[src/logic/ulmc_defs.svh]
// Purpose: Offsets, field positions, reset values and counts of the line and modem control block
// Assumes: APB with 32-bit data, one register per aligned word
// Notes: Values only, no logic
`ifndef ULMC_DEFS_SVH
`define ULMC_DEFS_SVH

// Byte offsets
`define ULMC_OFS_DATA 8'h00
`define ULMC_OFS_IER 8'h04
`define ULMC_OFS_LCR 8'h0c
`define ULMC_OFS_MCR 8'h10
`define ULMC_OFS_LSR 8'h14
`define ULMC_OFS_MSR 8'h18

// Reset values
`define ULMC_RST_LCR 8'h00
`define ULMC_RST_MCR 8'h00
`define ULMC_RST_IER 4'h0
`define ULMC_RST_DIV 16'h0001

// Modem control field positions
`define ULMC_MCR_TERM 0
`define ULMC_MCR_REQ 1
`define ULMC_MCR_AUX1 2
`define ULMC_MCR_AUX2 3
`define ULMC_MCR_LOOP 4

// Interrupt enable field positions
`define ULMC_IER_RX 0
`define ULMC_IER_TX 1
`define ULMC_IER_LINE 2

// Oversampling ticks per bit time
`define ULMC_OVS 16

`endif

[src/logic/ulmc_pkg.sv]
// Purpose: Types of the line and modem control block
// Assumes: Constants live in ulmc_defs.svh
// Notes: Field order of ulmc_lcr_t matches the line_control bit order
package ulmc_pkg;

  typedef struct packed {
    logic dlab;
    logic brk;
    logic stick;
    logic even;
    logic pen;
    logic stop2;
    logic [1:0] wlen;
  } ulmc_lcr_t;

  typedef struct packed {
    logic perr;
    logic ferr;
    logic brk;
  } ulmc_tag_t;

  typedef enum logic [2:0] {
    TX_IDLE = 3'b000,
    TX_START = 3'b001,
    TX_DATA = 3'b010,
    TX_PAR = 3'b011,
    TX_STOP = 3'b100
  } ulmc_tx_state_t;

  typedef enum logic [2:0] {
    RX_IDLE = 3'b000,
    RX_START = 3'b001,
    RX_DATA = 3'b010,
    RX_PAR = 3'b011,
    RX_STOP = 3'b100,
    RX_BRK = 3'b101
  } ulmc_rx_state_t;

endpackage

[src/logic/ulmc_top.sv]
// Purpose: Line format, modem control and line status of one serial channel, reached over APB
// Assumes: Inputs synchronous to ref_clk_i; one received character held at a time
// Notes: Bit time is OVS divisor ticks; divisor zero stops the serial side
//
// Added by the designer: the placing of the registers and the APB slave port.
`timescale 1ns/1ns
`include "ulmc_defs.svh"

module ulmc_top #(
  parameter int OVS = `ULMC_OVS
) (
  // Clock, reset, enable
  input wire logic ref_clk_i,
  input wire logic arst_n_i,
  input wire logic ce_i,
  // APB slave
  input wire logic psel_i,
  input wire logic penable_i,
  input wire logic pwrite_i,
  input wire logic [7:0] paddr_i,
  input wire logic [31:0] pwdata_i,
  output logic [31:0] prdata_o,
  output logic pready_o,
  output logic pslverr_o,
  // Serial line
  input wire logic rx_i,
  output logic tx_o,
  // Modem lines
  input wire logic cts_n_i,
  input wire logic dsr_n_i,
  input wire logic phone_call_in_n_i,
  input wire logic cd_n_i,
  output logic dtr_n_o,
  output logic rts_n_o,
  // Interrupt pin
  input wire logic irq_drive_select_i,
  output logic irq_o,
  output logic irq_oe_n_o
);

  localparam int CW = $clog2(2 * OVS + 1);
  localparam logic [CW-1:0] T_BIT = CW'(OVS - 1);
  localparam logic [CW-1:0] T_HALF = CW'(OVS / 2 - 1);
  localparam logic [CW-1:0] T_STOP1 = CW'(OVS - 1);
  localparam logic [CW-1:0] T_STOP15 = CW'(OVS + OVS / 2 - 1);
  localparam logic [CW-1:0] T_STOP2 = CW'(2 * OVS - 1);

  if (OVS < 4 || OVS % 2 != 0) begin : g_chk
    $error("ulmc_top: OVS must be even and at least 4");
  end

  // Reset release
  logic rst_s1, rst_n;
  always_ff @(posedge ref_clk_i or negedge arst_n_i) begin
    if (!arst_n_i) begin
      rst_s1 <= 1'b0;
      rst_n <= 1'b0;
    end else begin
      rst_s1 <= 1'b1;
      rst_n <= rst_s1;
    end
  end

  // Register state
  ulmc_pkg::ulmc_lcr_t line_control;
  logic [4:0] modem_control;
  logic [3:0] interrupt_enable;
  logic [15:0] divisor;
  logic [7:0] tx_holding;
  logic thr_empty;
  logic [7:0] rx_holding;
  logic rx_full;
  logic overrun;
  ulmc_pkg::ulmc_tag_t tag;

  // Bus decode
  logic setup, access, wr, rd, hit;
  logic [7:0] wbyte;
  assign setup = psel_i && !penable_i;
  assign access = psel_i && penable_i;
  assign wr = access && pwrite_i && ce_i;
  assign rd = access && !pwrite_i && ce_i;
  assign wbyte = pwdata_i[7:0];
  always_comb begin
    case (paddr_i)
      `ULMC_OFS_DATA, `ULMC_OFS_IER, `ULMC_OFS_LCR, `ULMC_OFS_MCR, `ULMC_OFS_LSR, `ULMC_OFS_MSR: hit = 1'b1;
      default: hit = 1'b0;
    endcase
  end
  assign pready_o = access;
  assign pslverr_o = access && !hit;

  logic wr_data, wr_div_lo, wr_div_hi, rd_data, rd_lsr;
  assign wr_data = wr && paddr_i == `ULMC_OFS_DATA && !line_control.dlab;
  assign wr_div_lo = wr && paddr_i == `ULMC_OFS_DATA && line_control.dlab;
  assign wr_div_hi = wr && paddr_i == `ULMC_OFS_IER && line_control.dlab;
  assign rd_data = rd && paddr_i == `ULMC_OFS_DATA && !line_control.dlab;
  assign rd_lsr = rd && paddr_i == `ULMC_OFS_LSR;

  // Control registers
  always_ff @(posedge ref_clk_i or negedge rst_n) begin
    if (!rst_n) begin
      line_control <= `ULMC_RST_LCR;
      modem_control <= 5'(`ULMC_RST_MCR);
      interrupt_enable <= `ULMC_RST_IER;
      divisor <= `ULMC_RST_DIV;
    end else if (wr) begin
      if (paddr_i == `ULMC_OFS_LCR) line_control <= wbyte;
      if (paddr_i == `ULMC_OFS_MCR) modem_control <= wbyte[4:0];
      if (paddr_i == `ULMC_OFS_IER && !line_control.dlab) interrupt_enable <= wbyte[3:0];
      if (wr_div_lo) divisor[7:0] <= wbyte;
      if (wr_div_hi) divisor[15:8] <= wbyte;
    end
  end

  // Modem side, loopback substitutes internal signals
  logic loop, aux_out1_n, aux_out2_n;
  logic [7:0] modem_status, line_status;
  assign loop = modem_control[`ULMC_MCR_LOOP];
  assign aux_out1_n = ~modem_control[`ULMC_MCR_AUX1];
  assign aux_out2_n = ~modem_control[`ULMC_MCR_AUX2];
  assign modem_status[3:0] = 4'h0;
  assign modem_status[4] = loop ? modem_control[`ULMC_MCR_REQ] : ~cts_n_i;
  assign modem_status[5] = loop ? modem_control[`ULMC_MCR_TERM] : ~dsr_n_i;
  assign modem_status[6] = loop ? ~aux_out1_n : ~phone_call_in_n_i;
  assign modem_status[7] = loop ? ~aux_out2_n : ~cd_n_i;

  // Outputs parked inactive in loopback so the far end sees an idle port
  logic tx_line;
  always_ff @(posedge ref_clk_i or negedge rst_n) begin
    if (!rst_n) begin
      dtr_n_o <= 1'b1;
      rts_n_o <= 1'b1;
      tx_o <= 1'b1;
    end else if (ce_i) begin
      dtr_n_o <= loop | ~modem_control[`ULMC_MCR_TERM];
      rts_n_o <= loop | ~modem_control[`ULMC_MCR_REQ];
      tx_o <= loop | tx_line;
    end
  end

  // Baud tick
  logic [15:0] baud_cnt;
  logic tick;
  assign tick = ce_i && divisor != 16'h0000 && baud_cnt == 16'h0000;
  always_ff @(posedge ref_clk_i or negedge rst_n) begin
    if (!rst_n) baud_cnt <= 16'h0000;
    else if (ce_i) baud_cnt <= (baud_cnt == 16'h0000) ? divisor - 16'h0001 : baud_cnt - 16'h0001;
  end

  // Parity of a character, shared by both directions
  function automatic logic parity_of(input logic [7:0] d, input ulmc_pkg::ulmc_lcr_t f);
    if (f.stick) parity_of = ~f.even;
    else parity_of = f.even ? ^d : ~^d;
  endfunction

  function automatic logic [7:0] mask_len(input logic [7:0] d, input logic [1:0] wl);
    mask_len = d & (8'hff >> (3'd3 - {1'b0, wl}));
  endfunction

  // Transmitter
  ulmc_pkg::ulmc_tx_state_t tx_st;
  logic [7:0] tx_shift;
  logic [CW-1:0] tx_cnt;
  logic [2:0] tx_idx;
  logic tx_bit;
  logic [CW-1:0] stop_last;
  always_comb begin
    if (!line_control.stop2) stop_last = T_STOP1;
    else if (line_control.wlen == 2'b00) stop_last = T_STOP15;
    else stop_last = T_STOP2;
  end
  assign tx_line = line_control.brk ? 1'b0 : tx_bit;

  always_ff @(posedge ref_clk_i or negedge rst_n) begin
    if (!rst_n) begin
      tx_st <= ulmc_pkg::TX_IDLE;
      tx_shift <= 8'h00;
      tx_cnt <= '0;
      tx_idx <= 3'h0;
      tx_bit <= 1'b1;
    end else if (tick) begin
      tx_cnt <= tx_cnt + CW'(1);
      case (tx_st)
        ulmc_pkg::TX_IDLE: begin
          tx_cnt <= '0;
          if (!thr_empty) begin
            tx_shift <= mask_len(tx_holding, line_control.wlen);
            tx_bit <= 1'b0;
            tx_st <= ulmc_pkg::TX_START;
          end
        end
        ulmc_pkg::TX_START: begin
          if (tx_cnt == T_BIT) begin
            tx_cnt <= '0;
            tx_idx <= 3'h0;
            tx_bit <= tx_shift[0];
            tx_st <= ulmc_pkg::TX_DATA;
          end
        end
        ulmc_pkg::TX_DATA: begin
          if (tx_cnt == T_BIT) begin
            tx_cnt <= '0;
            tx_idx <= tx_idx + 3'h1;
            if (tx_idx == {1'b1, line_control.wlen}) begin
              tx_bit <= line_control.pen ? parity_of(tx_shift, line_control) : 1'b1;
              tx_st <= line_control.pen ? ulmc_pkg::TX_PAR : ulmc_pkg::TX_STOP;
            end else begin
              tx_bit <= tx_shift[tx_idx + 3'h1];
            end
          end
        end
        ulmc_pkg::TX_PAR: begin
          if (tx_cnt == T_BIT) begin
            tx_cnt <= '0;
            tx_bit <= 1'b1;
            tx_st <= ulmc_pkg::TX_STOP;
          end
        end
        ulmc_pkg::TX_STOP: begin
          if (tx_cnt == stop_last) begin
            tx_cnt <= '0;
            tx_st <= ulmc_pkg::TX_IDLE;
          end
        end
        default: tx_st <= ulmc_pkg::TX_IDLE;
      endcase
    end
  end

  // Holding register: the hand-off wins over nothing, a host load during it is a new byte
  logic tx_take;
  assign tx_take = tick && tx_st == ulmc_pkg::TX_IDLE && !thr_empty;
  always_ff @(posedge ref_clk_i or negedge rst_n) begin
    if (!rst_n) begin
      tx_holding <= 8'h00;
      thr_empty <= 1'b1;
    end else if (wr_data) begin
      tx_holding <= wbyte;
      thr_empty <= 1'b0;
    end else if (tx_take) begin
      thr_empty <= 1'b1;
    end
  end

  // Receiver
  ulmc_pkg::ulmc_rx_state_t rx_st;
  logic rx_line;
  logic [7:0] rx_shift;
  logic [CW-1:0] rx_cnt;
  logic [2:0] rx_idx;
  logic rx_par;
  logic [7:0] rx_word;
  logic rx_done;
  ulmc_pkg::ulmc_tag_t rx_tag;
  assign rx_line = loop ? tx_line : rx_i;
  assign rx_word = rx_shift >> (3'd3 - {1'b0, line_control.wlen});
  assign rx_done = tick && rx_st == ulmc_pkg::RX_STOP && rx_cnt == T_BIT;
  assign rx_tag.perr = line_control.pen && rx_par != parity_of(rx_word, line_control);
  assign rx_tag.ferr = !rx_line;
  assign rx_tag.brk = !rx_line && rx_word == 8'h00 && (!line_control.pen || !rx_par);

  always_ff @(posedge ref_clk_i or negedge rst_n) begin
    if (!rst_n) begin
      rx_st <= ulmc_pkg::RX_IDLE;
      rx_shift <= 8'h00;
      rx_cnt <= '0;
      rx_idx <= 3'h0;
      rx_par <= 1'b0;
    end else if (tick) begin
      rx_cnt <= rx_cnt + CW'(1);
      case (rx_st)
        ulmc_pkg::RX_IDLE: begin
          rx_cnt <= '0;
          if (!rx_line) rx_st <= ulmc_pkg::RX_START;
        end
        ulmc_pkg::RX_START: begin
          if (rx_cnt == T_HALF) begin
            rx_cnt <= '0;
            rx_idx <= 3'h0;
            rx_st <= rx_line ? ulmc_pkg::RX_IDLE : ulmc_pkg::RX_DATA;
          end
        end
        ulmc_pkg::RX_DATA: begin
          if (rx_cnt == T_BIT) begin
            rx_cnt <= '0;
            rx_shift <= {rx_line, rx_shift[7:1]};
            rx_idx <= rx_idx + 3'h1;
            if (rx_idx == {1'b1, line_control.wlen}) rx_st <= line_control.pen ? ulmc_pkg::RX_PAR : ulmc_pkg::RX_STOP;
          end
        end
        ulmc_pkg::RX_PAR: begin
          if (rx_cnt == T_BIT) begin
            rx_cnt <= '0;
            rx_par <= rx_line;
            rx_st <= ulmc_pkg::RX_STOP;
          end
        end
        ulmc_pkg::RX_STOP: begin
          if (rx_cnt == T_BIT) begin
            rx_cnt <= '0;
            rx_st <= rx_line ? ulmc_pkg::RX_IDLE : ulmc_pkg::RX_BRK;
          end
        end
        ulmc_pkg::RX_BRK: begin
          if (rx_line) rx_st <= ulmc_pkg::RX_IDLE;
        end
        default: rx_st <= ulmc_pkg::RX_IDLE;
      endcase
    end
  end

  // Received character store; arrival wins over a clearing read in the same cycle
  always_ff @(posedge ref_clk_i or negedge rst_n) begin
    if (!rst_n) begin
      rx_holding <= 8'h00;
      rx_full <= 1'b0;
    end else if (rx_done && (!rx_full || rd_data)) begin
      rx_holding <= rx_word;
      rx_full <= 1'b1;
    end else if (rd_data) begin
      rx_full <= 1'b0;
    end
  end

  always_ff @(posedge ref_clk_i or negedge rst_n) begin
    if (!rst_n) begin
      overrun <= 1'b0;
      tag <= '0;
    end else begin
      if (rx_done && rx_full && !rd_data) overrun <= 1'b1;
      else if (rd_lsr) overrun <= 1'b0;
      if (rx_done && (!rx_full || rd_data)) tag <= rx_tag;
      else if (rd_lsr) tag <= '0;
    end
  end

  assign line_status = {1'b0, thr_empty && tx_st == ulmc_pkg::TX_IDLE, thr_empty,
                        tag.brk, tag.ferr, tag.perr, overrun, rx_full};

  // Interrupt pin
  logic irq_next;
  assign irq_next = (interrupt_enable[`ULMC_IER_LINE] && |line_status[4:1])
                    || (interrupt_enable[`ULMC_IER_RX] && rx_full) || (interrupt_enable[`ULMC_IER_TX] && thr_empty);
  always_ff @(posedge ref_clk_i or negedge rst_n) begin
    if (!rst_n) begin
      irq_o <= 1'b0;
      irq_oe_n_o <= 1'b1;
    end else if (ce_i) begin
      irq_o <= irq_next;
      irq_oe_n_o <= !(irq_drive_select_i || modem_control[`ULMC_MCR_AUX2]);
    end
  end

  // Read data captured in the setup cycle
  logic [7:0] next_rdata;
  always_comb begin
    case (paddr_i)
      `ULMC_OFS_DATA: next_rdata = line_control.dlab ? divisor[7:0] : rx_holding;
      `ULMC_OFS_IER: next_rdata = line_control.dlab ? divisor[15:8] : {4'h0, interrupt_enable};
      `ULMC_OFS_LCR: next_rdata = line_control;
      `ULMC_OFS_MCR: next_rdata = {3'h0, modem_control};
      `ULMC_OFS_LSR: next_rdata = line_status;
      `ULMC_OFS_MSR: next_rdata = modem_status;
      default: next_rdata = 8'h00;
    endcase
  end
  always_ff @(posedge ref_clk_i or negedge rst_n) begin
    if (!rst_n) prdata_o <= 32'h0000_0000;
    else if (ce_i && setup) prdata_o <= {24'h00_0000, next_rdata};
  end

endmodule

[config.mk]
export PLATFORM = sky130hd
export DESIGN_NAME = ulmc_top
export DESIGN_NICKNAME = d
export VERILOG_FILES = /design/src/logic/ulmc_pkg.sv /design/src/logic/ulmc_top.sv
export VERILOG_INCLUDE_DIRS = /design/src /design/src/logic
export SDC_FILE = /design/constraint.sdc
export NUM_CORES = 1
export LEC_CHECK = 0
export BUFFER_PORTS_ARGS = -buffer_cell sky130_fd_sc_hd__buf_2
export CAP_MARGIN = 10
export CORE_AREA = 3 3 132 134
export DETAILED_ROUTE_END_ITERATION = 6
export DIE_AREA = 0 0 135 137
export MAX_ROUTING_LAYER = met4
export PLACE_DENSITY = 0.72
export SETUP_SLACK_MARGIN = 0.4
export SYNTH_ARGS = -nofsm -noshare
export SYNTH_HDL_FRONTEND = slang
export SYNTH_SLANG_ARGS = --single-unit
[constraint.sdc]
create_clock -name ref_clk_i -period 5.4 [get_ports ref_clk_i]
set_input_delay 0.54 -clock ref_clk_i [delete_from_list [all_inputs] [get_ports ref_clk_i]]
set_output_delay 0.54 -clock ref_clk_i [all_outputs]
set_load 0.1 [all_outputs]
* Word level (Yosys, flattened, before mapping)
Cells that the tools add are included.
** Cells by class
- Reduce and logical (&&, ||, !) cells :: 84
- Divide/modulo/power cells :: 0
- $mul :: 0
- Magnitude comparators :: 1
- Add/subtract/negate cells :: 7
- Muxes and demuxes :: 64
- Shift-type cells :: 2
- Equality and inequality tests :: 34
- Bitwise logic cells :: 12
** Operator list (number)
- $mux W3 :: 21
- $pmux W8 S6 :: 1
- $pmux W6 S3 :: 2
- $logic_and A1 B1 Y1 :: 33
- $sub A16 B1 Y16 const B :: 2
- $eq A8 B5 Y1 const B :: 3
- $mux W1 :: 24
- $mux W6 :: 4
- $ne A2 B2 Y1 const B :: 12
- $pmux W3 S6 :: 1
- $logic_not A16 Y1 :: 1
- $logic_not A8 Y1 :: 2
- $mux W16 :: 1
- $mux W8 :: 2
- $reduce_bool A16 Y1 :: 1
- $reduce_xnor A8 Y1 :: 2
- $reduce_xor A8 Y1 :: 2
- $pmux W3 S5 :: 1
- $add A6 B1 Y6 const B :: 2
- $eq A3 B2 Y1 const B :: 4
- $eq A6 B4 Y1 const B :: 2
- $pmux W3 S2 :: 2
- $reduce_bool A2 Y1 :: 6
- $logic_not A1 Y1 :: 11
- 35 further kinds :: 62
** Storage, ports and cells
- Bits in registers :: 128
- Memories kept :: 0
- Input bits :: 52
- Bits in latches :: 0
- RAM bits :: 0
- Logic and storage cells :: 242
- Memory bits (read-only) :: 0
- Output and inout port bits :: 39

* Longest topological paths before layout
Gate-level depths: netlist (run 1).
- Depth in word-level cells :: 8
- Depth in mapped cells :: 13
- Depth with buffers taken out :: 11

* Least setup slack after synthesis (run 1)
Ideal clock, no wire load.
- Path type :: input to output
- Start :: input port penable_i
- End :: output port pslverr_o
- Stages :: 2
- Setup slack :: 1254 ps
- Arrival :: 3606 ps
- Path buffers :: 0
- Data required time :: 4860 ps
- Cells stage by stage :: and2_1 a21boi_0
** Between the ends
- Cells in the longest elaborated chain, start to end :: 2
** Ends and longest elaborated chain
- start, declared :: line ulmc_top.sv:18 : input wire logic penable_i,
- $logic_and A1 B1 Y1 :: line ulmc_top.sv:80 : assign access = psel_i && penable_i;
- $logic_and A1 B1 Y1 :: line ulmc_top.sv:91 : assign pslverr_o = access && !hit;
- end, declared :: line ulmc_top.sv:24 : output logic pslverr_o,
No other way between the ends.

* Worst setup path in the final report (run 1)
- Start :: register baud_cnt[7]
- End :: register tx_idx[0]
** Between the ends
- Cells in the longest elaborated chain, start to end :: 3
** Ends and longest elaborated chain
- start, declared :: line ulmc_top.sv:143 : logic [15:0] baud_cnt;
- start signal, assigned :: line ulmc_top.sv:148 : else if (ce_i) baud_cnt <= (baud_cnt == 16'h0000) ? divisor - 16'h0001 : baud_cnt - 16'h0001;
- $logic_not A16 Y1 :: line ulmc_top.sv:145 : assign tick = ce_i && divisor != 16'h0000 && baud_cnt == 16'h0000;
- $logic_and A1 B1 Y1 :: line ulmc_top.sv:145
- $reduce_and A4 Y1 (no source line)
- end signal, assigned :: line ulmc_top.sv:204 : tx_idx <= tx_idx + 3'h1;
- end, declared :: line ulmc_top.sv:165 : logic [2:0] tx_idx;
No other way between the ends.
A chain may end at the register's enable or synchronous reset.

==> flow_metrics.py, run 1 <==
metrics = {
    "routing": {
        "via_per_inst": 5.76,
        "wl_per_cell_um": 17.6,
        "routed_wirelength_mm": 17.7,
        "ant_nets": 0,
        "vias": 5766,
        "dr.pass1.iters": 5,
        "drt_iter0_markers": 437,
        "drc_errors": 0,
    },
    "worst_hold_path": {
        "hp-class": "input pin to flop",
        "hold_end": "irq_oe_n_o$_DFFE_PN1P_",
        "hold_path_depth": 2,
        "hp-start": "irq_drive_select_i",
    },
    "synth": {
        "synth_top_cell_by_area": "dfrtp_1",
        "ys_async_sr_fraction": 1.00,
        "yosysWarnings": 0,
        "avgSynthCellArea_um2": 9.87,
        "synth_top_area_frac": 0.416,
        "postSynthCellCount": 738,
        "synth.area.top_cells": "dfrtp_1, mux2_2, nand2_1, o21ai_0, dfstp_2",
        "ys.flop_type": "dfrtp_1",
        "synth_seq_area_share": 0.441,
        "synth-seq-cells": 128,
        "yosysMostFrequentCell": "dfrtp_1",
        "synth_cell_types": 71,
        "synth_common_cells": "dfrtp_1, nand2_1, mux2_2",
        "synth_area_mm2": 0.00728,
        "synth-edff-count": 0,
    },
    "place": {
        "io_buffer_count": 42,
        "hpwl_mm": 12.3,
        "placed_area_mm2": 0.00756,
        "gp_congestion": 0.947,
        "placed_cells": 967,
    },
    "critical_path": {
        "worst_ep_arrival_time_ns": 3.40,
        "slowest_delay_ns": 0.65,
        "ff2ff_path_depth": 6,
        "end_kind": "flop",
        "r2r_slack_ns": 2.36,
        "regToRegEndpoint": "tx_idx[0]$_DFFE_PN0P_",
        "worstReg2RegStart": "baud_cnt[7]$_DFFE_PN0P_",
        "crit_slowest_cell": "or4b_2",
        "path_cells": "or4_4 -> nor3_4 -> o2111a_1 -> nand2_1 -> or4b_2 -> nand3_1",
        "start_kind": "flop",
        "critical_path_class": "flop to flop",
        "path_max_fanout": 13,
        "worstPathRequired_ns": 5.76,
    },
    "floorplanning": {
        "core_area_mm2": 0.0164,
        "pin_count": 91,
        "initial_utilization": 0.444,
        "die_x_um": 135,
        "die_area_mm2": 0.0185,
        "core.rowCount": 47,
        "die_h_um": 137,
    },
    "power_and_ir_drop": {
        "swShare": 0.289,
        "p_seq_frac": 0.410,
        "share_comb_of_total_power": 0.129,
        "intPower_mw": 1.81,
        "clkPwrFrac": 0.461,
        "p_leak_nw": 3.54,
        "pwr_density_cell_mw_per_mm2": 311,
        "irDropWorstVdd_v": 0.000279,
        "power.switching_uw": 735,
    },
    "cells_and_area": {
        "fillCellCount": 1495,
        "fin_area_mm2": 0.00818,
        "areaGrowthSynthToFinish_pct": 12.3,
        "num-nets-final": 828,
        "drive_gt1_frac": 0.227,
        "fin_cells": 1001,
    },
    "global_routing": {
        "grt_max_degree": 76,
        "grtUsageTotal": 0.204,
        "antenna_found_initial": 1,
        "grt_pass1_wl_mm": 28.9,
        "grt_pass1_vias": 5526,
        "grt.overflow.total": 0,
    },
    "status": {
        "status": "complete, no violations",
    },
    "clock_tree": {
        "clockBufferDepth": 2,
        "htreeDepth": 4,
        "cts_buffers": 17,
        "cts_root_buf": "clkbuf_16",
        "clk_latency_ns": 0.43,
        "tritoncts": "yes",
        "cts_resized": 0,
        "path_clk_slew_ns": 0.06,
        "clock-sinks": 128,
    },
    "timing": {
        "period_share": 0.563,
        "slew_headroom": 0.363,
        "fmaxAchievable_ghz": 0.329,
        "finalHoldViolations": 0,
        "drv_slew": 0,
        "finalSetupViolCount": 0,
        "rsz0062_at_grt": "false",
        "fin_skew_ns": 0.0143,
        "worstMarginPinSlew_ns": 0.955,
        "fin_crit_ns": 3.04,
        "fin_setup_tns_ns": 0,
    },
    "job": {
        "maxCapViolCount": 0,
    },
}
==> layout make-up <==
cell class                 instances  area [µm²]  share of cell area
clock inverter                    14         166              0.0203
timing repair buffer              47         250              0.0306
inverter                          15        56.3             0.00688
sequential                       128        3220               0.393
multi-input combinational        558        3780               0.462
clock buffer                      18         439              0.0537
antenna                            1        2.50            0.000306
tap                              220         275              0.0336
==> placed cells by master, fill, tap and decap left out, types with 18 or more instances in the layout <==
| cell | count |
|---|---|
| a21oi_1 | 26 |
| nand2_1 | 82 |
| conb_1 | 25 |
| buf_2 | 42 |
| mux2_2 | 71 |
| nor3_1 | 18 |
| nor2_1 | 47 |
| xnor2_1 | 18 |
| o21ai_0 | 47 |
| dfrtp_1 | 120 |
| nand3_1 | 18 |
==> metrics by stage <==
stage	hold slack [ns]	util	worst slack, ns	total power, mW
final	0.268	0.499	2.36	2.55
after global routing	0.247	0.499	2.14	2.64
after CTS	0.250	0.499	2.38	2.56
after detailed placement	0.326	0.461	2.20	1.39
after global placement	0.325	0.461	2.26	1.38
after floorplan	0.244	-	1.25	1.33
==> per-layer routing <==
metal,vias to the layer above,GRT usage,part of all wire
met3,29,0.0529,0.057
met2,149,0.304,0.47
met4,0,0.0638,0.018
met1,2836,0.274,0.45
met5,-,-,0
li1,2752,-,-
==> worst max path at each step <==
stage,from,endpoint,depth (start not counted)
detailed placement,paddr_i[1],divisor[5]$_DFFE_PN0P_,6
CTS,baud_cnt[9]$_DFFE_PN0P_,tx_idx[0]$_DFFE_PN0P_,6
global placement,paddr_i[1],divisor[2]$_DFFE_PN0P_,6
floorplan,penable_i,pslverr_o,2
finish,baud_cnt[7]$_DFFE_PN0P_,tx_idx[0]$_DFFE_PN0P_,6
global route,baud_cnt[3]$_DFFE_PN0P_,tx_idx[0]$_DFFE_PN0P_,6
==> worst max-delay path, delay by kind of cell (launching register included) <==
kind | cells | cell delay [ns]
DFF | 1 | 0.40
and+or+nand+nor | 5 | 1.95
AOI/OAI and AO/OA | 1 | 0.62
==> state kept, by name, summed over array words and instances, names as in the netlist, 6 cells and up <==
name          flops
rx_holding        8
tx_cnt            6
line_control      8
prdata_o          8
rx_cnt            6
baud_cnt         16
tx_holding        8
rx_shift          8
tx_shift          8
divisor          16
==> power by group through the flow <==
stage | logic, mW | registers (mW) | clock network [mW]
after floorplan | 0.225 | 1.11 | 0
after global placement | 0.321 | 1.06 | 0
after detailed placement | 0.326 | 1.06 | 0
after CTS | 0.327 | 1.05 | 1.19
after global routing | 0.351 | 1.05 | 1.24
final | 0.328 | 1.04 | 1.18
==> timing repair <==
action                                 4_1_cts  5_1_grt
setup buffers                                0        0
endpoints found under the hold margin        2        0
hold buffers                                 1        0
==> kinds of logic after synthesis <==
kind of cell,share of synthesized area
AOI/OAI and AO/OA,0.175
xor gates and xnor gates,0.0216
adders and majority gates,0.0155
buffers and inverters,0.0524
DFF,0.441
muxes,0.126
other,0.00103
and+or+nand+nor,0.169
No activity file was read; power rests on OpenSTA's default activity.
==> run 2: changes to the inputs <==
--- a/config.mk
+++ b/config.mk
@@ -6,13 +6,14 @@
 export SDC_FILE = /design/constraint.sdc
 export NUM_CORES = 1
 export LEC_CHECK = 0
+export ABC_AREA = 1
 export BUFFER_PORTS_ARGS = -buffer_cell sky130_fd_sc_hd__buf_2
 export CAP_MARGIN = 10
-export CORE_AREA = 3 3 132 134
+export CORE_AREA = 3 3 134 136
 export DETAILED_ROUTE_END_ITERATION = 6
-export DIE_AREA = 0 0 135 137
+export DIE_AREA = 0 0 137 139
 export MAX_ROUTING_LAYER = met4
-export PLACE_DENSITY = 0.72
+export PLACE_DENSITY = 0.75
 export SETUP_SLACK_MARGIN = 0.4
 export SYNTH_ARGS = -nofsm -noshare
 export SYNTH_HDL_FRONTEND = slang
==> constraint.sdc (replaced) <==
create_clock -name ref_clk_i -period 2.7 [get_ports ref_clk_i]
set_input_delay 0.27 -clock ref_clk_i [delete_from_list [all_inputs] [get_ports ref_clk_i]]
set_output_delay 0.27 -clock ref_clk_i [all_outputs]
set_load 0.1 [all_outputs]
==> run 2 against run 1 <==
Compared with the run above:
- critical endpoint is now line_status[2]$_DFFE_PN0P_
- power is 130% higher
- final area is 5.4% higher
- non-clock buffer count is 18 higher
- highest routed layer unchanged
- clock-buffer cell count is 4 higher
- sequential power is 110% higher
- first-iteration DRC count is 23% higher
- cell count is 31% higher
- sequential share of layout area is 2.0 points lower
- combinational power grew to 4.0 times the previous value
- maximum frequency is 37% higher
- critical path depth is 6 higher
==> flow_metrics.py, run 2 <==
metrics = {
    "critical_path": {
        "worst_ep_arrival_time_ns": 2.52,
        "startpoint": "line_control[0]$_DFFE_PN0P_",
        "end_kind": "flop",
        "start_kind": "flop",
        "worstPathRequired_ns": 3.00,
        "r2r_slack_ns": 0.49,
        "critical_path_class": "flop to flop",
        "critPathCapture": "line_status[2]$_DFFE_PN0P_",
        "worstReg2RegStart": "line_control[0]$_DFFE_PN0P_",
        "path_max_fanout": 7,
        "regToRegEndpoint": "line_status[2]$_DFFE_PN0P_",
        "ff2ff_path_depth": 12,
    },
    "global_routing": {
        "antenna_found_initial": 0,
        "grt_pass1_vias": 6361,
        "grtUsageTotal": 0.216,
        "grt_max_degree": 59,
        "grt_pass1_wl_mm": 32.0,
        "grt.overflow.total": 0,
    },
    "clock_tree": {
        "cts_root_buf": "clkbuf_16",
        "tritoncts": "yes",
        "htreeDepth": 4,
        "clock-sinks": 128,
        "clk_latency_ns": 0.42,
        "path_clk_slew_ns": 0.06,
        "cts_buffers": 17,
        "clockBufferDepth": 2,
    },
    "routing": {
        "vias": 6841,
        "drc_errors": 0,
        "routed_wirelength_mm": 19.4,
        "via_per_inst": 5.23,
        "ant_nets": 0,
        "drt_iter0_markers": 536,
        "dr.pass1.iters": 5,
        "wl_per_cell_um": 14.9,
    },
    "synth": {
        "synth-seq-cells": 128,
        "synth_cell_types": 51,
        "synth_top_family_by_area": "simple AND/OR/NAND/NOR gates",
        "yosysWarnings": 0,
        "synthAdderAreaFrac": 0.0149,
        "avgSynthCellArea_um2": 7.44,
        "synth_compound_area_frac": 0.139,
        "synth.area.top_cells": "dfrtp_1, nand2_1, o21ai_0, inv_1, nand3_1",
        "synth_seq_area_share": 0.424,
        "synth_top_area_frac": 0.400,
        "synth-edff-count": 0,
        "synth_area_mm2": 0.00758,
        "synth.area.mux_share": 0,
        "ys.flop_type": "dfrtp_1",
        "synthXorXnorAreaFrac": 0.0266,
        "synthSimpleGateAreaFrac": 0.295,
        "ys_async_sr_fraction": 1.00,
        "synth_common_cells": "nand2_1, dfrtp_1, inv_1",
        "synth_top_cell_by_area": "dfrtp_1",
        "yosysMostFrequentCell": "nand2_1",
        "postSynthCellCount": 1019,
    },
    "timing": {
        "rsz0062_at_grt": "false",
        "fin_skew_ns": 0.00690,
        "period_share": 0.819,
        "finalHoldViolations": 0,
        "fin_crit_ns": 2.21,
        "drv_slew": 0,
        "worstMarginPinSlew_ns": 0.681,
        "slew_headroom": 0.546,
        "fmaxAchievable_ghz": 0.452,
        "finalSetupViolCount": 0,
    },
    "cells_and_area": {
        "drive_gt1_frac": 0.137,
        "final_cell_mix": "nand2_1, dfrtp_1, inv_1",
        "largestRegisters": "baud_cnt (16), divisor (16)",
        "fin_cells": 1309,
        "multiInputGateArea_mm2": 0.00371,
        "fillCellCount": 1657,
        "regArea_mm2": 0.00322,
        "num-nets-final": 1132,
        "final_common_cell": "nand2_1",
        "antenna_cells": 0,
        "areaGrowthSynthToFinish_pct": 13.8,
        "fin_area_mm2": 0.00862,
        "final_core_util": 0.506,
    },
    "power_and_ir_drop": {
        "pwr_density_cell_mw_per_mm2": 675,
        "total_power_mw": 5.82,
        "p_leak_nw": 4.16,
        "irDropWorstVdd_v": 0.000452,
    },
    "place": {
        "gp_congestion": 0.958,
        "hpwl_mm": 14.1,
        "io_buffer_count": 42,
        "placed_area_mm2": 0.00792,
        "placed_cells": 1268,
    },
    "floorplanning": {
        "core.rowCount": 48,
        "initial_utilization": 0.444,
        "die_area_mm2": 0.0190,
        "core_area_mm2": 0.0171,
        "die_x_um": 137,
        "die_h_um": 139,
        "pin_count": 91,
    },
    "job": {
        "maxCapViolCount": 0,
    },
    "status": {
        "status": "complete, no violations",
    },
    "worst_hold_path": {
        "hp-class": "input pin to asynchronous set/reset pin",
    },
}
run 2: changes by cell type after synthesis, sizes merged, moves of 12 or more:
cell and delta:
o21ai +73, inv +89, nand3 +55, or4 -12
nor2 +57, a21oi +12, nand2 +216, mux2 -71
run 2: worst min-delay path by stage:
stage	from	to	slack, ns
3_5_place_dp	arst_n_i	rst_s1$_DFF_PN0_	0.06
2_1_floorplan	arst_n_i	rst_n$_DFF_PN0_	-0.03
3_3_place_gp	arst_n_i	rst_s1$_DFF_PN0_	0.06
4_1_cts	arst_n_i	rst_n$_DFF_PN0_	0.15
5_1_grt	arst_n_i	rst_n$_DFF_PN0_	0.15
6_report	arst_n_i	rst_n$_DFF_PN0_	0.16
run 2: where the power goes:
| group | internal [mW] | switching, mW | total [mW] |
|---|---|---|---|
| Clock | 1.50 | 0.854 | 2.35 |
| Combinational | 0.329 | 0.994 | 1.32 |
| Sequential | 2.04 | 0.104 | 2.14 |
run 2: cell type report:
| cell class | count | share of cell area |
|---|---|---|
| repair buffers | 65 | 0.0479 |
| well taps | 225 | 0.0327 |
| inverters | 104 | 0.0463 |
| flip-flops and latches | 128 | 0.373 |
| clock inverters | 10 | 0.0157 |
| clock buffers | 22 | 0.0538 |
| multi-input cells | 755 | 0.431 |
run 2: stage by stage:
step                setup TNS (ns)  hold slack, ns  setup slack [ns]
floorplan                  -0.0636         -0.0256           -0.0636
global placement                 0          0.0555             0.343
detailed placement               0          0.0570             0.296
CTS                              0           0.148             0.443
global route                     0           0.148             0.382
finish                           0           0.161             0.488
run 2: what timing repair did:
action                                  4_1_cts  5_1_grt
resized for setup                             1       15
endpoints found under the setup margin        1       14
hold buffers                                  2        0
endpoints found under the hold margin         3        0
pin swaps                                     0        2
buffers inserted                              0        7
run 2: layer usage:
layer / track usage / share of wire / vias to the layer above
li1: - / - / 3389
met1: 0.283 / 0.44 / 3223
met2: 0.341 / 0.49 / 200
met3: 0.0472 / 0.054 / 29
met4: 0.0578 / 0.017 / 0
met5: - / 0 / -
run 2: critical path: stages, from the launching register on:
cell and delay (ns):
dfrtp_2 0.42, buf_4 0.17, nand2_1 0.06, o21ai_0 0.09
or2_2 0.30, ha_1 0.29, xor2_1 0.15, xnor2_1 0.21
nand2_1 0.09, xor2_1 0.13, nor2_1 0.05, nand2_1 0.08
nand2_1 0.06
run 2: cell families after synthesis:
family,Yosys count
buf+inv,159
xor+xnor,23
flops,128
compound gates,189
other cells,2
fa+ha+maj,9
simple gates,509
==> run 3: changes to the inputs <==
--- a/config.mk
+++ b/config.mk
@@ -13,7 +13,7 @@
 export DETAILED_ROUTE_END_ITERATION = 6
 export DIE_AREA = 0 0 137 139
 export MAX_ROUTING_LAYER = met4
-export PLACE_DENSITY = 0.75
+export PLACE_DENSITY = 0.73
 export SETUP_SLACK_MARGIN = 0.4
 export SYNTH_ARGS = -nofsm -noshare
 export SYNTH_HDL_FRONTEND = slang
==> constraint.sdc (replaced) <==
create_clock -name ref_clk_i -period 2.1 [get_ports ref_clk_i]
set_input_delay 0.21 -clock ref_clk_i [delete_from_list [all_inputs] [get_ports ref_clk_i]]
set_output_delay 0.21 -clock ref_clk_i [all_outputs]
set_load 0.1 [all_outputs]
==> run 3 against run 2 <==
Compared with the run above:
- final area increased by 22%
- utilization increased by 11 points
- the run now ends with setup timing left
- clock skew increased by 0.0061 ns
- power increased by 54%
- clock-buffer cell count unchanged
- highest routed layer unchanged
- hold slack got worse by 0.067 ns
- global-route usage increased by 2.2 points
- non-clock buffer count increased by 78
- die area unchanged
- largest power group is now combinational cells
- sequential power increased by 29%
- routed wire length increased by 24%
- clock power increased by 29%
==> flow_metrics.py, run 3 (synthesis gave the netlist of run 2 again) <==
metrics = {
    "status": {
        "status": "finished with violations",
        "violations": "setup timing",
    },
    "clock_tree": {
        "clk_latency_ns": 0.44,
        "clockBufferDepth": 2,
        "cts_root_buf": "clkbuf_16",
        "path_clk_slew_ns": 0.06,
        "cts_buffers": 17,
        "tritoncts": "yes",
        "clock-sinks": 128,
        "htreeDepth": 4,
    },
    "cells_and_area": {
        "num-nets-final": 1212,
        "fillCellCount": 1358,
        "areaGrowthSynthToFinish_pct": 38.4,
        "regArea_mm2": 0.00322,
        "drive_gt1_frac": 0.352,
        "final_cell_mix": "nand2_1, dfrtp_1, inv_1",
        "largestRegisters": "baud_cnt (16), divisor (16)",
        "final_core_util": 0.615,
        "antenna_cells": 0,
        "final_common_cell": "nand2_1",
        "multiInputGateArea_mm2": 0.00475,
    },
    "global_routing": {
        "grt.overflow.total": 0,
        "grt_max_degree": 44,
        "antenna_found_initial": 0,
        "grt_pass1_vias": 7247,
        "grt_pass1_wl_mm": 35.2,
        "grtUsageTotal": 0.238,
    },
    "power_and_ir_drop": {
        "pwr_density_cell_mw_per_mm2": 853,
        "irDropWorstVdd_v": 0.000743,
        "swShare": 0.369,
        "power.switching_mw": 3.30,
        "p_seq_frac": 0.308,
        "p_leak_nw": 4.72,
        "clkPwrFrac": 0.341,
        "share_comb_of_total_power": 0.352,
        "intPower_mw": 5.64,
    },
    "routing": {
        "vias": 7659,
        "via_per_inst": 5.51,
        "drt_iter0_markers": 723,
        "ant_nets": 0,
        "dr.pass1.iters": 6,
        "routed_wirelength_mm": 24.2,
        "wl_per_cell_um": 17.4,
        "drc_errors": 0,
    },
    "floorplanning": {
        "core_area_mm2": 0.0171,
        "pin_count": 91,
        "core.rowCount": 48,
        "initial_utilization": 0.444,
        "die_area_mm2": 0.0190,
        "die_h_um": 139,
        "die_x_um": 137,
    },
    "place": {
        "io_buffer_count": 42,
        "hpwl_mm": 14.3,
        "pre_cts_ws_ns": 0.0110,
        "gp_congestion": 0.910,
    },
    "critical_path": {
        "worst_ep_arrival_time_ns": 2.42,
        "worstPathRequired_ns": 2.41,
        "end_kind": "flop",
        "path_max_fanout": 6,
        "start_kind": "flop",
        "critical_path_class": "flop to flop",
    },
    "timing": {
        "finalSetupViolCount": 2,
        "fmaxAchievable_ghz": 0.474,
        "fin_skew_ns": 0.0130,
        "fin_crit_ns": 2.11,
        "period_share": 1.00,
        "rsz0062_at_grt": "true",
        "worst_slack_ns": -0.00904,
        "finalHoldViolations": 0,
        "slew_headroom": 0.551,
        "drv_slew": 0,
        "worstMarginPinSlew_ns": 0.672,
    },
    "job": {
        "maxCapViolCount": 0,
    },
    "worst_hold_path": {
        "hp-class": "input pin to asynchronous set/reset pin",
    },
}
-- run 3: cell types whose count changed in the layout (fill, tap and decap cells not counted), moves of 13 or more --
cell and delta:
nand2_4 +13, nand2_1 -53, nor2_4 +19, nand3_2 +31, o21ai_0 -13, nor2_1 -31, nand2_2 +37, buf_6 +20
o21ai_1 -14, buf_4 +46, nand3_1 -43, o21ai_2 +27
-- run 3: worst max-delay path, cell delays in order, from the launching register on --
cell and delay, ns:
dfrtp_2 0.42, buf_6 0.13, nand2_1 0.05, o21ai_1 0.10
nor2_1 0.06, a31oi_1 0.19, ha_1 0.29, xor2_2 0.16
xnor2_1 0.16, nand2_1 0.08, xor2_1 0.15, nor2_1 0.06
nand2_1 0.08, nand2_1 0.06
-- run 3: power groups by stage --
stage	sequential, mW	clock [mW]	combinational, mW
after floorplan	2.97	0	1.27
after global placement	2.78	0	1.71
after detailed placement	2.79	0	1.73
after CTS	2.73	3.04	2.40
after global routing	2.77	3.18	3.28
final	2.75	3.04	3.15
-- run 3: cell type report --
| class | instances | share of cell area |
|---|---|---|
| Inverter | 104 | 0.0392 |
| Sequential cell | 128 | 0.307 |
| Clock buffer | 22 | 0.0443 |
| Timing Repair Buffer | 143 | 0.117 |
| Clock inverter | 10 | 0.0129 |
| Multi-Input combinational cell | 757 | 0.452 |
| Tap cell | 225 | 0.0268 |
-- run 3: worst paths after layout --
check | slack [ns] | end | start | cells after the start
max in group asynchronous | 1.14 | divisor[0]$_DFFE_PN1P_ | rst_n$_DFF_PN0_ | 1
min in group ref_clk_i | 0.10 | prdata_o[5]$_DFFE_PN0P_ | dsr_n_i | 4
min | 0.09 | rst_s1$_DFF_PN0_ | arst_n_i | 2
max | -0.009 | line_status[2]$_DFFE_PN0P_ | line_control[0]$_DFFE_PN0P_ | 13
min reg2reg | 0.29 | divisor[7]$_DFFE_PN0P_ | rst_n$_DFF_PN0_ | 0
max reg2reg | -0.009 | line_status[2]$_DFFE_PN0P_ | line_control[0]$_DFFE_PN0P_ | 13
-- run 3: routing by layer --
metal | up-vias | global-route usage | routed length, µm
li1 | 3543 | - | -
met1 | 3680 | 0.279 | 9230
met2 | 341 | 0.403 | 12500
met3 | 95 | 0.0512 | 1370
met4 | 0 | 0.0804 | 1060
met5 | - | - | 0
-- run 3: repair_timing --
item                       4_1_cts  5_1_grt
gates resized for setup        124      170
hold endpoints to repair         3        0
pin swaps                       58       83
setup buffers                   34       19
hold buffers                     2        0
gates cloned                     4        2
setup endpoints to repair       71       76
-- run 3: through the flow --
| step | power [mW] | TNS (ns) | std cells | hold WS (ns) | area (µm²) |
|---|---|---|---|---|---|
| global placement | 4.49 | 0 | 1296 | -0.00365 | 8200 |
| finish | 8.94 | -0.0128 | 1389 | 0.0945 | 10500 |
| global route | 9.23 | -0.266 | 1389 | 0.104 | 10500 |
| CTS | 8.17 | 0 | 1368 | 0.0985 | 9630 |
| floorplan | 4.24 | 0 | 1042 | -0.0856 | 7750 |
| detailed placement | 4.51 | 0 | 1296 | -0.00268 | 8200 |
